[config.mk]
export PLATFORM = sky130hd
export DESIGN_NAME = phfm_top
export DESIGN_NICKNAME = d
export VERILOG_FILES = /design/src/rtl/phfm_pkg.sv /design/src/rtl/phfm_crc_if.sv /design/src/rtl/phfm_crc.sv /design/src/rtl/phfm_esc.sv /design/src/rtl/phfm_top.sv
export SDC_FILE = /design/constraint.sdc
export NUM_CORES = 1
export LEC_CHECK = 0
export ABC_AREA = 1
export BUFFER_PORTS_ARGS = -buffer_cell sky130_fd_sc_hd__buf_2
export CAP_MARGIN = 40
export CORE_UTILIZATION = 45
export DETAILED_ROUTE_END_ITERATION = 10
export SYNTH_ARGS = -nofsm -noshare
export SYNTH_HDL_FRONTEND = slang
export SYNTH_SLANG_ARGS = --single-unit
[constraint.sdc]
create_clock -name pclk -period 4.7 [get_ports pclk]
set_clock_uncertainty 0.05 [all_clocks]
set_input_delay 0.94 -clock pclk [delete_from_list [all_inputs] [get_ports pclk]]
set_output_delay 0.94 -clock pclk [all_outputs]
set_load 0.02 [all_outputs]
[src/rtl/phfm_pkg.sv]
// package: constants, register map and types of the ppp framing mapper
package phfm_pkg;

  // =========================================================
  // register map (byte addresses)
  localparam logic [11:0] ADDR_CTRL   = 12'h000;
  localparam logic [11:0] ADDR_MAP    = 12'h004;
  localparam logic [11:0] ADDR_USER   = 12'h008;
  localparam logic [11:0] ADDR_STATUS = 12'h00c;

  // =========================================================
  // field positions
  localparam int CTRL_HDLC_BIT = 0;
  localparam int CTRL_MODE_LSB = 1;
  localparam int CTRL_MODE_MSB = 2;
  localparam int CTRL_FILL_BIT = 3;
  localparam int CTRL_WIDE_BIT = 4;
  localparam int STAT_TX_BUSY  = 0;
  localparam int STAT_IN_FRAME = 1;
  localparam int STAT_CRC_OK   = 2;
  localparam int STAT_ABORT    = 3;
  localparam int STAT_DISCARD  = 4;

  // =========================================================
  // reset values
  localparam logic [4:0]  CTRL_RST = 5'h00;
  localparam logic [31:0] MAP_RST  = 32'h0000_0000;
  localparam logic [31:0] USER_RST = 32'h0000_0000;

  // =========================================================
  // octets and crc
  localparam logic [7:0]  OCT_FLAG   = 8'h7e;
  localparam logic [7:0]  OCT_ESC    = 8'h7d;
  localparam logic [7:0]  OCT_ONES   = 8'hff;
  localparam logic [7:0]  ESC_FLIP   = 8'h20;
  localparam logic [7:0]  CTRL_LIMIT = 8'h20;
  localparam logic [31:0] CRC16_POLY = 32'h0000_8408;
  localparam logic [31:0] CRC32_POLY = 32'hedb8_8320;
  localparam logic [15:0] CRC16_GOOD = 16'hf0b8;
  localparam logic [31:0] CRC32_GOOD = 32'hdebb_20e3;
  localparam logic [1:0]  CRC16_LAST = 2'h1;
  localparam logic [1:0]  CRC32_LAST = 2'h3;

  // =========================================================
  // line timing and abort lengths
  localparam int CLK_NS        = 10;
  localparam int TX_BIT_NS     = 160;
  localparam int TX_BIT_CYCLES = (TX_BIT_NS + CLK_NS - 1) / CLK_NS;
  localparam logic [3:0] ABORT_PPP  = 4'hf;
  localparam logic [3:0] ABORT_HDLC = 4'h7;
  localparam logic [2:0] STUFF_ONES = 3'h5;

  typedef enum logic [1:0] {
    MODE_OFF   = 2'b00,
    MODE_BIT   = 2'b01,
    MODE_OCT   = 2'b10,
    MODE_ASYNC = 2'b11
  } phfm_mode_t;

  typedef enum logic [2:0] {
    T_IDLE   = 3'b000,
    T_OPEN   = 3'b001,
    T_DATA   = 3'b010,
    T_CRC    = 3'b011,
    T_CLOSE  = 3'b100,
    T_ABORT1 = 3'b101,
    T_ABORT2 = 3'b110
  } phfm_tx_state_t;

endpackage : phfm_pkg

[src/rtl/phfm_crc_if.sv]
// interface: crc engine request and result
`timescale 1ns/1ps
`default_nettype none
interface phfm_crc_if;
  logic        init;
  logic        en;
  logic        wide;
  logic [7:0]  data;
  logic [31:0] crc;
  logic        good;
  modport engine (input init, en, wide, data, output crc, good);
  modport user   (output init, en, wide, data, input crc, good);
endinterface : phfm_crc_if
`default_nettype wire

[src/rtl/phfm_crc.sv]
// module: byte-wide reflected crc-16 / crc-32 engine
`timescale 1ns/1ps
`default_nettype none
module phfm_crc
  import phfm_pkg::*;
(
  // clock and reset
  input  wire logic  pclk,
  input  wire logic  presetn,
  // request and result
  phfm_crc_if.engine cif
);

  function automatic logic [31:0] phfm_crc_step(input logic [31:0] c, input logic [7:0] d,
                                                input logic wide);
    logic [31:0] r;
    logic        fb;
    r = c;
    for (int i = 0; i < 8; i++) begin
      fb = r[0] ^ d[i];
      r  = {1'b0, r[31:1]};
      if (fb) r = r ^ (wide ? CRC32_POLY : CRC16_POLY);
    end
    if (!wide) r[31:16] = 16'h0000;
    return r;
  endfunction : phfm_crc_step

  logic [31:0] crc;

  always_ff @(posedge pclk or negedge presetn) begin
    if (!presetn) crc <= 32'hffff_ffff;
    else if (cif.init) crc <= cif.wide ? 32'hffff_ffff : 32'h0000_ffff;
    else if (cif.en) crc <= phfm_crc_step(crc, cif.data, cif.wide);
  end

  assign cif.crc  = crc;
  assign cif.good = cif.wide ? (crc == CRC32_GOOD) : (crc[15:0] == CRC16_GOOD);

endmodule : phfm_crc
`default_nettype wire

[src/rtl/phfm_esc.sv]
// module: decides whether an octet must travel escaped
`timescale 1ns/1ps
`default_nettype none
module phfm_esc
  import phfm_pkg::*;
(
  // octet under test
  input  wire logic [7:0]  octet,
  // escape configuration
  input  wire logic [31:0] esc_map,
  input  wire logic [31:0] user_vals,
  // decision
  output logic             need
);

  always_comb begin
    need = 1'b0;
    if (octet == OCT_ESC || octet == OCT_FLAG) begin
      need = 1'b1;
    end else if (octet < CTRL_LIMIT) begin
      need = esc_map[octet[4:0]];
    end
    if (!need) begin
      for (int i = 0; i < 4; i++) begin
        if (user_vals[i*8 +: 8] == octet) need = 1'b1;
      end
    end
  end

endmodule : phfm_esc
`default_nettype wire

[src/rtl/phfm_top.sv]
// module: ppp submodes of the hdlc channel with apb register access
//
// Chosen here: the APB slave port and the register addresses.
`timescale 1ns/1ps
`default_nettype none
module phfm_top
  import phfm_pkg::*;
(
  // clock and reset
  input  wire logic        pclk,
  input  wire logic        presetn,
  // apb slave
  input  wire logic        psel,
  input  wire logic        penable,
  input  wire logic        pwrite,
  input  wire logic [11:0] paddr,
  input  wire logic [31:0] pwdata,
  output logic      [31:0] prdata,
  output logic             pready,
  output logic             pslverr,
  // transmit stream from the transmit fifo
  input  wire logic [7:0]  tx_data,
  input  wire logic        tx_valid,
  input  wire logic        tx_last,
  input  wire logic        tx_abort,
  output logic             tx_ready,
  // receive stream to the receive fifo
  output logic      [7:0]  rx_data,
  output logic             rx_valid,
  output logic             rx_end,
  output logic             rx_crc_ok,
  output logic             rx_abort,
  // serial line
  output logic             txd,
  output logic             txc,
  input  wire logic        rxc,
  input  wire logic        rxd,
  input  wire logic        rx_octet_sync
);

  // =========================================================
  // registers
  logic [4:0]  ctrl;
  logic [31:0] esc_map;
  logic [31:0] user_vals;
  logic        crc_ok_last;
  logic        abort_seen;
  logic        discard_seen;
  logic        in_frame;
  phfm_tx_state_t tx_st;

  wire logic       hdlc_en  = ctrl[CTRL_HDLC_BIT];
  wire phfm_mode_t mode     = phfm_mode_t'(ctrl[CTRL_MODE_MSB:CTRL_MODE_LSB]);
  wire logic       fill_sel = ctrl[CTRL_FILL_BIT];
  wire logic       wide     = ctrl[CTRL_WIDE_BIT];
  // escaping belongs to the octet-oriented submodes only
  wire logic esc_mode   = hdlc_en & (mode == MODE_OCT || mode == MODE_ASYNC);
  wire logic stuff_mode = hdlc_en & (mode == MODE_OFF || mode == MODE_BIT);

  function automatic logic phfm_addr_ok(input logic [11:0] a);
    return a == ADDR_CTRL || a == ADDR_MAP || a == ADDR_USER || a == ADDR_STATUS;
  endfunction : phfm_addr_ok

  wire logic apb_wr = psel & penable & pwrite & phfm_addr_ok(paddr);
  wire logic stat_clr = apb_wr & (paddr == ADDR_STATUS);
  logic [31:0] status;

  assign status  = {27'h0, discard_seen, abort_seen, crc_ok_last, in_frame, tx_st != T_IDLE};
  assign pready  = 1'b1;
  assign pslverr = psel & penable & !phfm_addr_ok(paddr);

  always_ff @(posedge pclk or negedge presetn) begin
    if (!presetn) begin
      ctrl      <= CTRL_RST;
      esc_map   <= MAP_RST;
      user_vals <= USER_RST;
    end else if (apb_wr) begin
      if (paddr == ADDR_CTRL) ctrl <= pwdata[4:0];
      if (paddr == ADDR_MAP)  esc_map <= pwdata;
      if (paddr == ADDR_USER) user_vals <= pwdata;
    end
  end

  // read data is captured in the setup cycle so the access needs no wait
  always_ff @(posedge pclk or negedge presetn) begin
    if (!presetn) prdata <= 32'h0000_0000;
    else if (psel & !penable & !pwrite) begin
      case (paddr)
        ADDR_CTRL:   prdata <= {27'h0, ctrl};
        ADDR_MAP:    prdata <= esc_map;
        ADDR_USER:   prdata <= user_vals;
        ADDR_STATUS: prdata <= status;
        default:     prdata <= 32'h0000_0000;
      endcase
    end
  end

  // =========================================================
  // crc engines and escape deciders
  phfm_crc_if tcrc ();
  phfm_crc_if rcrc ();
  phfm_crc u_tx_crc (.pclk(pclk), .presetn(presetn), .cif(tcrc));
  phfm_crc u_rx_crc (.pclk(pclk), .presetn(presetn), .cif(rcrc));

  logic [7:0] tx_src;
  logic [7:0] rx_oct;
  logic       tx_need;
  logic       rx_need;
  phfm_esc u_tx_esc (.octet(tx_src), .esc_map(esc_map), .user_vals(user_vals), .need(tx_need));
  phfm_esc u_rx_esc (.octet(rx_oct), .esc_map(esc_map), .user_vals(user_vals), .need(rx_need));

  // =========================================================
  // transmit bit clock
  logic [4:0] bit_cnt;
  wire logic  tick = (bit_cnt == 5'(TX_BIT_CYCLES - 1));

  always_ff @(posedge pclk or negedge presetn) begin
    if (!presetn) bit_cnt <= 5'h00;
    else if (tick) bit_cnt <= 5'h00;
    else bit_cnt <= bit_cnt + 5'h01;
  end

  always_ff @(posedge pclk or negedge presetn) begin
    if (!presetn) txc <= 1'b0;
    else txc <= (bit_cnt < 5'(TX_BIT_CYCLES / 2));
  end

  // =========================================================
  // transmit octet sequencer
  logic       esc_pend;
  logic       abort_req;
  logic [1:0] crc_idx;
  logic       ser_take;
  logic [7:0] cur_oct;
  logic       cur_raw;
  logic [31:0] fcs;

  assign fcs = ~tcrc.crc >> {crc_idx, 3'b000};
  assign tx_src = (tx_st == T_CRC) ? fcs[7:0] : tx_data;
  wire logic esc_first = esc_mode & tx_need & !esc_pend;
  wire logic in_body   = (tx_st == T_DATA) || (tx_st == T_CRC);
  wire logic go_abort  = abort_req || (tx_st == T_DATA && !tx_valid);
  wire logic [1:0] crc_last = wide ? CRC32_LAST : CRC16_LAST;

  always_comb begin
    cur_oct = OCT_FLAG;
    cur_raw = 1'b1;
    case (tx_st)
      T_IDLE:   cur_oct = fill_sel ? OCT_FLAG : OCT_ONES;
      T_OPEN:   cur_oct = OCT_FLAG;
      T_CLOSE:  cur_oct = OCT_FLAG;
      T_DATA, T_CRC: begin
        cur_raw = 1'b0;
        if (esc_mode & esc_pend) cur_oct = tx_src ^ ESC_FLIP;
        else if (esc_first) cur_oct = OCT_ESC;
        else cur_oct = tx_src;
      end
      T_ABORT1: cur_oct = esc_mode ? OCT_ESC : OCT_ONES;
      T_ABORT2: cur_oct = esc_mode ? OCT_FLAG : OCT_ONES;
      default:  cur_oct = OCT_FLAG;
    endcase
  end

  assign tx_ready = ser_take & (tx_st == T_DATA) & tx_valid & !abort_req & !esc_first;
  assign tcrc.init = ser_take & (tx_st == T_OPEN);
  assign tcrc.en   = tx_ready;
  assign tcrc.wide = wide;
  assign tcrc.data = tx_data;

  always_ff @(posedge pclk or negedge presetn) begin
    if (!presetn) begin
      tx_st    <= T_IDLE;
      esc_pend <= 1'b0;
      crc_idx  <= 2'h0;
    end else if (ser_take) begin
      case (tx_st)
        T_IDLE:  if (hdlc_en & tx_valid) tx_st <= T_OPEN;
        T_OPEN:  tx_st <= T_DATA;
        T_DATA, T_CRC: begin
          if (go_abort) begin
            tx_st    <= T_ABORT1;
            esc_pend <= 1'b0;
          end else if (esc_first) begin
            esc_pend <= 1'b1;
          end else begin
            esc_pend <= 1'b0;
            if (tx_st == T_DATA && tx_last) begin
              tx_st   <= T_CRC;
              crc_idx <= 2'h0;
            end else if (tx_st == T_CRC) begin
              crc_idx <= crc_idx + 2'h1;
              if (crc_idx == crc_last) tx_st <= T_CLOSE;
            end
          end
        end
        T_CLOSE:  tx_st <= T_IDLE;
        // plain hdlc needs only eight ones, ppp bit-sync needs sixteen
        T_ABORT1: tx_st <= (stuff_mode && mode == MODE_OFF) ? T_IDLE : T_ABORT2;
        T_ABORT2: tx_st <= T_IDLE;
        default:  tx_st <= T_IDLE;
      endcase
    end
  end

  // a request is held until the next octet boundary only while in data or crc; outside them it is dropped
  always_ff @(posedge pclk or negedge presetn) begin
    if (!presetn) abort_req <= 1'b0;
    else abort_req <= tx_abort | (abort_req & in_body & !ser_take);
  end

  // =========================================================
  // transmit serializer
  logic [9:0] sh;
  logic [3:0] left;
  logic [2:0] ones;
  logic [9:0] wsh;
  logic [3:0] wleft;
  logic       wraw;
  logic       raw_s;
  wire logic  ld    = (left == 4'h0);
  wire logic  stuff = stuff_mode & (ones == STUFF_ONES);

  assign ser_take = tick & ld;

  always_comb begin
    wsh   = sh;
    wleft = left;
    wraw  = raw_s;
    if (ld) begin
      wraw = cur_raw;
      if (hdlc_en && mode == MODE_ASYNC) begin
        wsh   = {1'b1, cur_oct, 1'b0};
        wleft = 4'ha;
      end else begin
        wsh   = {2'b11, cur_oct};
        wleft = 4'h8;
      end
    end
  end

  always_ff @(posedge pclk or negedge presetn) begin
    if (!presetn) begin
      sh    <= 10'h3ff;
      left  <= 4'h0;
      raw_s <= 1'b1;
      ones  <= 3'h0;
      txd   <= 1'b1;
    end else if (tick) begin
      raw_s <= wraw;
      if (stuff) begin
        sh    <= wsh;
        left  <= wleft;
        ones  <= 3'h0;
        txd   <= 1'b0;
      end else begin
        sh    <= {1'b1, wsh[9:1]};
        left  <= wleft - 4'h1;
        // flags and aborts never count toward stuffing
        ones  <= (wraw | !wsh[0]) ? 3'h0 : ones + 3'h1;
        txd   <= hdlc_en ? wsh[0] : 1'b1;
      end
    end
  end

  // =========================================================
  // receive pin synchronisers
  logic rxc_m, rxc_s, rxc_d;
  logic rxd_m, rxd_s;
  logic rsy_m, rsy_s;

  always_ff @(posedge pclk or negedge presetn) begin
    if (!presetn) begin
      {rxc_m, rxc_s, rxc_d} <= 3'h0;
      {rxd_m, rxd_s}        <= 2'h3;
      {rsy_m, rsy_s}        <= 2'h0;
    end else begin
      {rxc_m, rxc_s, rxc_d} <= {rxc, rxc_m, rxc_s};
      {rxd_m, rxd_s}        <= {rxd, rxd_m};
      {rsy_m, rsy_s}        <= {rx_octet_sync, rsy_m};
    end
  end

  wire logic edge_rx = rxc_s & !rxc_d;

  // =========================================================
  // receive bit layer
  logic [7:0] rraw, dsh, next_raw, next_dsh;
  logic [3:0] rones, next_ones, dcnt, next_dcnt;
  logic       a_busy, next_abusy;
  logic       b_oct, b_flag, b_abort;
  wire logic [3:0] abort_lim = (mode == MODE_BIT) ? ABORT_PPP : ABORT_HDLC;

  always_comb begin
    b_oct      = 1'b0;
    b_flag     = 1'b0;
    b_abort    = 1'b0;
    rx_oct     = dsh;
    next_raw   = {rxd_s, rraw[7:1]};
    next_ones  = rxd_s ? ((rones == 4'hf) ? rones : rones + 4'h1) : 4'h0;
    next_dsh   = dsh;
    next_dcnt  = dcnt;
    next_abusy = a_busy;
    case (mode)
      MODE_OCT: begin
        next_dsh  = {rxd_s, dsh[7:1]};
        next_dcnt = (rsy_s || dcnt == 4'h8) ? 4'h1 : dcnt + 4'h1;
        b_oct     = (next_dcnt == 4'h8);
        rx_oct    = next_dsh;
      end
      MODE_ASYNC: begin
        if (!a_busy) begin
          next_abusy = !rxd_s;
          next_dcnt  = 4'h0;
        end else if (dcnt == 4'h8) begin
          next_abusy = 1'b0;
          b_oct      = rxd_s;
        end else begin
          next_dsh  = {rxd_s, dsh[7:1]};
          next_dcnt = dcnt + 4'h1;
        end
      end
      default: begin
        if (next_raw == OCT_FLAG) begin
          b_flag    = 1'b1;
          next_dcnt = 4'h0;
        end else if (next_ones == abort_lim) begin
          b_abort = 1'b1;
        end else if (!(!rxd_s && rones == 4'h5)) begin
          next_dsh  = {rxd_s, dsh[7:1]};
          next_dcnt = (dcnt == 4'h8) ? 4'h1 : dcnt + 4'h1;
          b_oct     = (next_dcnt == 4'h8);
          rx_oct    = next_dsh;
        end
      end
    endcase
    if (!edge_rx || !hdlc_en) begin
      b_oct   = 1'b0;
      b_flag  = 1'b0;
      b_abort = 1'b0;
    end
  end

  always_ff @(posedge pclk or negedge presetn) begin
    if (!presetn) begin
      rraw   <= 8'h00;
      rones  <= 4'h0;
      dsh    <= 8'h00;
      dcnt   <= 4'h0;
      a_busy <= 1'b0;
    end else if (edge_rx) begin
      rraw   <= next_raw;
      rones  <= next_ones;
      dsh    <= next_dsh;
      dcnt   <= next_dcnt;
      a_busy <= next_abusy;
    end
  end

  // =========================================================
  // receive octet layer: unescaping
  logic       esc_seen;
  logic       f_data, f_flag, f_abort, f_disc;
  logic [7:0] f_val;

  always_comb begin
    f_data  = 1'b0;
    f_flag  = 1'b0;
    f_abort = 1'b0;
    f_disc  = 1'b0;
    f_val   = rx_oct;
    if (esc_mode) begin
      if (b_oct) begin
        if (rx_oct == OCT_FLAG) begin
          f_abort = esc_seen;
          f_flag  = !esc_seen;
        end else if (esc_seen) begin
          f_data = 1'b1;
          f_val  = rx_oct ^ ESC_FLIP;
        end else if (rx_oct == OCT_ESC) begin
          f_data = 1'b0;
        end else if (rx_need) begin
          f_disc = 1'b1;
        end else begin
          f_data = 1'b1;
        end
      end
    end else begin
      f_data  = b_oct;
      f_flag  = b_flag;
      f_abort = b_abort;
    end
  end

  always_ff @(posedge pclk or negedge presetn) begin
    if (!presetn) esc_seen <= 1'b0;
    else if (!esc_mode) esc_seen <= 1'b0;
    else if (b_oct) esc_seen <= !esc_seen && rx_oct == OCT_ESC;
  end

  // =========================================================
  // receive frame layer
  logic has_data;

  assign rcrc.init = f_flag;
  assign rcrc.en   = f_data & in_frame;
  assign rcrc.wide = wide;
  assign rcrc.data = f_val;

  always_ff @(posedge pclk or negedge presetn) begin
    if (!presetn) begin
      in_frame  <= 1'b0;
      has_data  <= 1'b0;
      rx_data   <= 8'h00;
      rx_valid  <= 1'b0;
      rx_end    <= 1'b0;
      rx_crc_ok <= 1'b0;
      rx_abort  <= 1'b0;
    end else begin
      rx_valid <= f_data & in_frame;
      rx_end   <= f_flag & in_frame & has_data;
      rx_abort <= f_abort & in_frame;
      if (f_data & in_frame) begin
        rx_data  <= f_val;
        has_data <= 1'b1;
      end
      if (f_flag) begin
        if (in_frame & has_data) rx_crc_ok <= rcrc.good;
        in_frame <= 1'b1;
        has_data <= 1'b0;
      end
      if (f_abort || !hdlc_en) in_frame <= 1'b0;
    end
  end

  // =========================================================
  // status: sticky bits clear on write one, a new event wins
  always_ff @(posedge pclk or negedge presetn) begin
    if (!presetn) begin
      crc_ok_last  <= 1'b0;
      abort_seen   <= 1'b0;
      discard_seen <= 1'b0;
    end else begin
      if (f_flag & in_frame & has_data) crc_ok_last <= rcrc.good;
      abort_seen   <= (f_abort & in_frame) |
                      (abort_seen & !(stat_clr & pwdata[STAT_ABORT]));
      discard_seen <= f_disc | (discard_seen & !(stat_clr & pwdata[STAT_DISCARD]));
    end
  end

endmodule : phfm_top
`default_nettype wire

Word-level counts from Yosys, hierarchy flattened

Cells that the tools add are included.

Bitwise operators: 73
Shifts and indexed selects: 1
Reduce and logical (&&, ||, !) cells: 55
Eq/ne operators: 45
$lt $le $gt $ge: 5
Add/sub/neg operators: 6
Multiplexer cells: 167

Operators by type and width:

| kind                                                       | count |
|---|---|
| 2-to-1 mux 32 bit                                          | 50 |
| bitwise XOR 31 x 32 -> 32 bit                              | 16 |
| one-hot mux 32 bit (4 select lines)                        | 1 |
| 2-to-1 mux 8 bit                                           | 11 |
| == test 8 bit                                              | 8 |
| 2-to-1 mux 1 bit                                           | 62 |
| 2-to-1 mux 4 bit                                           | 12 |
| == test 8 x 7 -> 1 bit, second input constant              | 5 |
| AND 1 bit                                                  | 32 |
| == test 32 bit, second input constant                      | 1 |
| 2-to-1 mux 16 bit                                          | 2 |
| NOT 32 bit                                                 | 1 |
| one-hot mux 8 bit (2 select lines)                         | 2 |
| one-hot mux 8 bit (4 select lines)                         | 1 |
| >> shifter 32 x 5 -> 8 bit                                 | 1 |
| 2-to-1 mux 3 bit                                           | 9 |
| == test 12 x 4 -> 1 bit, second input constant             | 2 |
| 2-to-1 mux 6 bit                                           | 4 |
| 2-to-1 mux 10 bit                                          | 2 |
| == test 16 bit, second input constant                      | 1 |
| == test 4 bit, second input constant                       | 4 |
| logical NOT 1 bit                                          | 16 |
| less-than comparator 8 x 6 -> 1 bit, second input constant | 2 |
| inequality test 4 bit, second input constant               | 4 |
| 43 further kinds                                           | 103 |

Logic and storage cells: 392
Output and inout port bits: 49
Bits in registers: 247
Bits of input ports: 63

Depth between registers and ports, before layout

Depth in word-level cells: 51
Depth in mapped cells: 30
Gate-level depth less buffers: 29

Hierarchy

From an unflattened synthesis, not the netlist that was laid out.

Cells, all modules: 2,390
Area, all modules: 16,968.8 µm²

By module, submodules not included:

| module   | cells an instance | instances | area each (µm²) | sequential area each (µm²) |
|---|---|---|---|---|
| phfm_top | 1,112             | 1         | 9,148.8         | 4,571.9 |
| phfm_crc | 455               | 2         | 2,986.6         | 840.8 |
| phfm_esc | 184               | 2         | 923.4           | 0.0 |

Worst setup path after synthesis

OpenSTA, ideal clock, no wires.

Path kind: input port to output port
Start: input port tx_data[1]
End: output port tx_ready
Data required time: 3.710 ns
Path buffers: 2
Arrival time: 2.515 ns
Stages on the path: 13
Setup slack: 1.195 ns
Cell sequence: inv_1 -> o21ai_2 -> buf_2 -> xor2_1 -> nor2_1 -> nand4_1 -> nand3_1 -> nor2_1 -> nand2_1 -> nand3_2 -> nand3_2 -> inv_1 -> buf_2

Word-level cells in the longest chain between the ends: 11
Elaborated cells between the ends (all ways): 22
Those cells by class: order compare: 1; eq/ne: 6; mux: 10; bitwise: 3; reduce/logical: 2

Ends and longest elaborated chain:

| what                                                                                           | RTL line        | text |
|---|---|---|
| start: declaration                                                                             | phfm_top.sv:22  | `input wire logic [7:0] tx_data,` |
| 2-to-1 mux 8 bit *                                                                             | phfm_top.sv:139 | `assign tx_src = (tx_st == T_CRC) ? fcs[7:0] : tx_data;` |
| parallel branches: the longest is 5 deep, another holds binary-select mux 1 bit (select 5 bit) | n/a             |  |
| 2-to-1 mux 1 bit *                                                                             | phfm_esc.sv:23  | `if (!need) begin` |
| AND 1 bit * (2 in a row)                                                                       | phfm_top.sv:140 | `wire logic esc_first = esc_mode & tx_need & !esc_pend;` |
| logical NOT 1 bit *                                                                            | phfm_top.sv:164 | `assign tx_ready = ser_take & (tx_st == T_DATA) & tx_valid & !abort_req & !esc_first;` |
| AND 1 bit *                                                                                    | phfm_top.sv:164 |  |
| end: declaration                                                                               | phfm_top.sv:26  | `output logic tx_ready,` |

Mark *: on every way between the ends. The select of a mux whose other input is x is not followed.

Worst setup path after layout

Start: register tx_st[2]
End: output port tx_ready

Word-level cells in the longest chain between the ends: 12
Elaborated cells between the ends (all ways): 27
Those cells by class: order compare: 1; eq/ne: 8; mux: 10; bitwise: 6; reduce/logical: 2

Ends and longest elaborated chain:

| what                                                                      | RTL line        | text |
|---|---|---|
| start: declaration                                                        | phfm_top.sv:50  | `phfm_tx_state_t tx_st;` |
| start signal: assignment                                                  | phfm_top.sv:198 | `T_ABORT1: tx_st <= (stuff_mode && mode == MODE_OFF) ? T_IDLE : T_ABORT2;` |
| parallel branches: the longest is 11 deep, another holds 2-to-1 mux 8 bit | n/a             |  |
| AND 1 bit *                                                               | phfm_top.sv:164 |  |

Marked as above.

==> impl_metrics.toml <==
[clocking]
cts-root-buf = "clkbuf_16"
cts.sinks = 246
cts_tree = "done"
clk_latency_ps = 580
cts_hold_buf = 0
cts_buffer_depth = 3
numCtsBuffers = 29
htreeDepth = 1
clk_pin_slew_worst_paths_ps = 60

[power_and_ir_drop]
leakagePower_uw = 0.009204
power_density_nw_per_um2 = 314.7
power_uw = 5804
vdd_ir_drop_max_mv = 0.3591

[layout]
final_nets = 2460
fillers = 3658
area_growth_pct = 13.57
multi_input_area_um2 = 8452
postLayoutCoreUtil = 0.5185
seqCellArea_um2 = 6256
antennaDiodeCount = 0
design_area_um2 = 18440
final_layout_size_suffix_gt1_frac = 0.1596

[sta]
holdWs_ps = 296.1
final-hold-violation-count = 0
drv_slew = 0
worst_pin_slew_ps = 888.1
rsz0062_at_grt = "false"
fin_crit_ps = 4501
fin_tns_setup_ps = 0
setup_violations = 0
relSlewSlack = 0.4079
period_share = 0.9576
max_freq_mhz = 222.2

[die]
die-area_um2 = 36850
die_h_um = 192.0
core_um2 = 35570
dieWidth_um = 192.0
std_cell_rows = 69
initial_utilization = 0.4566
io-pin-count = 112

[synth]
synth-seq-area-share = 0.3851
syn_area_per_cell_um2 = 7.120
synth.distinct_cells = 57
synth_edf_count = 0
synth_most_common_cell = "nand2_1"
syn-cell-area_um2 = 16240
synth_top_area_share = 0.2589
synth_nets = 2352
synth_top_area_cell = "dfrtp_1"
ys_seq_elements = 246
syn_inst = 2281
yosys-top-cells-area = "dfrtp_1 (26%), nand2_1 (16%), dfstp_2 (13%), inv_1 (6.9%), nand3_1 (6.1%)"
synth_ff_type = "dfrtp_1"
yosysWarnings = 0
async_flop_share = 1.000
synth.cells.most_frequent = "nand2_1 (687), inv_1 (297), nand3_1 (199), o21ai_0 (193), dfrtp_1 (168)"

[global_routing]
overflow = 0
grt_usage = 0.2981
antenna_found_initial = 0
grt_pass1_vias = 15330
grt_max_degree = 108
grt_pass1_wl_mm = 85.34

[placement]
placedInstanceArea_um2 = 17330
gp_congestion = 0.9318
dp.final_hpwl_mm = 39.20
port_buffers = 110

[critical_path]
critPathCaptureType = "primary output"
critical_path_arrival_ps = 3510
max_stage_delay_ps = 410
path_common_cell = "inv_1"
slowest_stage = "dfrtp_1"
crit_type = "reg2out"
crit_chain = "inv_1 > nand2_2 > nor2_4 > buf_4 > buf_4 > nand2_1 > o21ai_4 > inv_1 > nor2_1 > nor3_1 > nand4_1 > nand3_1 > nor2_1 > nand2_2 > nand3_4 > nand3_2 > inv_1 > buf_2"
crit_path_start_kind = "register"
worstPathMaxFanout = 10
critPathRequiredTime_ps = 3710

[route]
via_per_inst = 5.520
first_pass_iters = 6
finalWirelength_mm = 54.12
vias = 15860
wl_per_cell_um = 18.84
drt_iter0_drc = 1228
drcViolationCount = 0
antenna_left = 0

[min_path]
hold_path_class = "reg2reg"

[job]
cap_viol_max_count = 0

[status]
outcome = "finished, final reports clean"
[state kept, by name (all words and copies together) (netlist names), 4 cells and up]
signal	count
esc_map	32
sh	10
u_tx_crc.cif.crc	32
rones	4
user_vals	32
rx_data	8
ctrl	5
bit_cnt	5
u_rx_crc.cif.crc	32
dcnt	4
left	4
prdata	32
dsh	8
rraw	7
[logic make-up (layout without fill, tap and decap cells)]
family,after synthesis,in the layout,synth area share
AO/OA/AOI/OAI,351,351,0.1229
XOR/XNOR,133,133,0.07265
adder cells (fa/ha/maj),8,8,0.006164
buffers and inverters,394,525,0.09923
flip-flops,246,246,0.3851
other,1,1,0.0002309
AND/OR/NAND/NOR,1148,1148,0.3138
[metal layers]
layer	global-route usage	share of wire	vias to the layer above
li1	-	-	7594
met1	0.3897	0.43	7603
met2	0.5124	0.48	540
met3	0.03399	0.053	122
met4	0.09600	0.031	0
met5	0	0	-
[layout by cell type, fill, tap and decap left out, types with 9 or more instances in the layout]
| cell type | instances |
|---|---|
| nor4_1 | 15 |
| buf_2 | 110 |
| o21ai_1 | 12 |
| xnor2_1 | 22 |
| dfrtp_1 | 166 |
| nand4_1 | 36 |
| or2_2 | 13 |
| clkinv_2 | 9 |
| a31oi_1 | 9 |
| o22ai_1 | 38 |
| nand3_2 | 17 |
| nand2_4 | 11 |
| xor2_1 | 109 |
| nand2_1 | 681 |
| a21oi_1 | 37 |
| nand3_1 | 199 |
| buf_4 | 37 |
| o211ai_1 | 30 |
| o21ai_0 | 193 |
| clkbuf_16 | 29 |
| inv_1 | 295 |
| nor3_1 | 23 |
| nand2_2 | 19 |
| nand3b_1 | 9 |
| dfstp_2 | 78 |
| nor2_1 | 109 |
[worst max-delay path: cells and delay by family (launching register included)]
family	cells	cell delay, ps
buf+inv	6	1030
compound gates	1	210
flops	1	410
simple gates	11	1290
[repair_timing]
action                     4_1_cts  5_1_grt
gates resized for setup          5       15
pin swaps                        1        3
gates cloned                     0        1
setup endpoints to repair        1       12
setup buffers                    2        7
[where the power goes]
| part | switching, uW | internal, uW | total (uW) |
|---|---|---|---|
| Clock | 946 | 1310 | 2260 |
| Sequential | 42.0 | 2170 | 2210 |
| Combinational | 926 | 409 | 1340 |
| Total | 1910 | 3890 | 5800 |
[area by class of cell]
| type | instances | area share |
|---|---|---|
| Clock buffer | 40 | 0.04376 |
| Clock inverter | 14 | 0.007327 |
| Inverter | 313 | 0.06472 |
| Multi-Input combinational cell | 1641 | 0.4582 |
| Sequential cell | 246 | 0.3392 |
| Tap cell | 461 | 0.03127 |
| Timing Repair Buffer | 157 | 0.05508 |
| Timing Repair inverter | 1 | 0.0004070 |
[worst paths after layout]
check	slack [ps]	cells after the start	end	from
max	200	18	tx_ready	tx_st[2]$_DFFE_PN0P_
min	300	0	rxc_s$_DFF_PN0_	rxc_m$_DFF_PN0_
max reg2reg	300	19	u_rx_crc.cif.crc[22]$_DFFE_PN1P_	ctrl[2]$_DFFE_PN0P_
min reg2reg	300	0	rxc_s$_DFF_PN0_	rxc_m$_DFF_PN0_
max in group asynchronous	3190	2	prdata[31]$_DFFE_PN0P_	presetn
min in group asynchronous	410	1	ones[2]$_DFFE_PN0P_	presetn
[stage by stage]
stage | cells | worst slack, ps
3_5_place_dp | 2809 | 68.67
4_1_cts | 2865 | 29.99
2_1_floorplan | 2281 | 1195
3_3_place_gp | 2803 | 71.60
5_1_grt | 2873 | 1.203
6_report | 2873 | 199.4
Note: power is estimated with default switching activity, not from simulation.
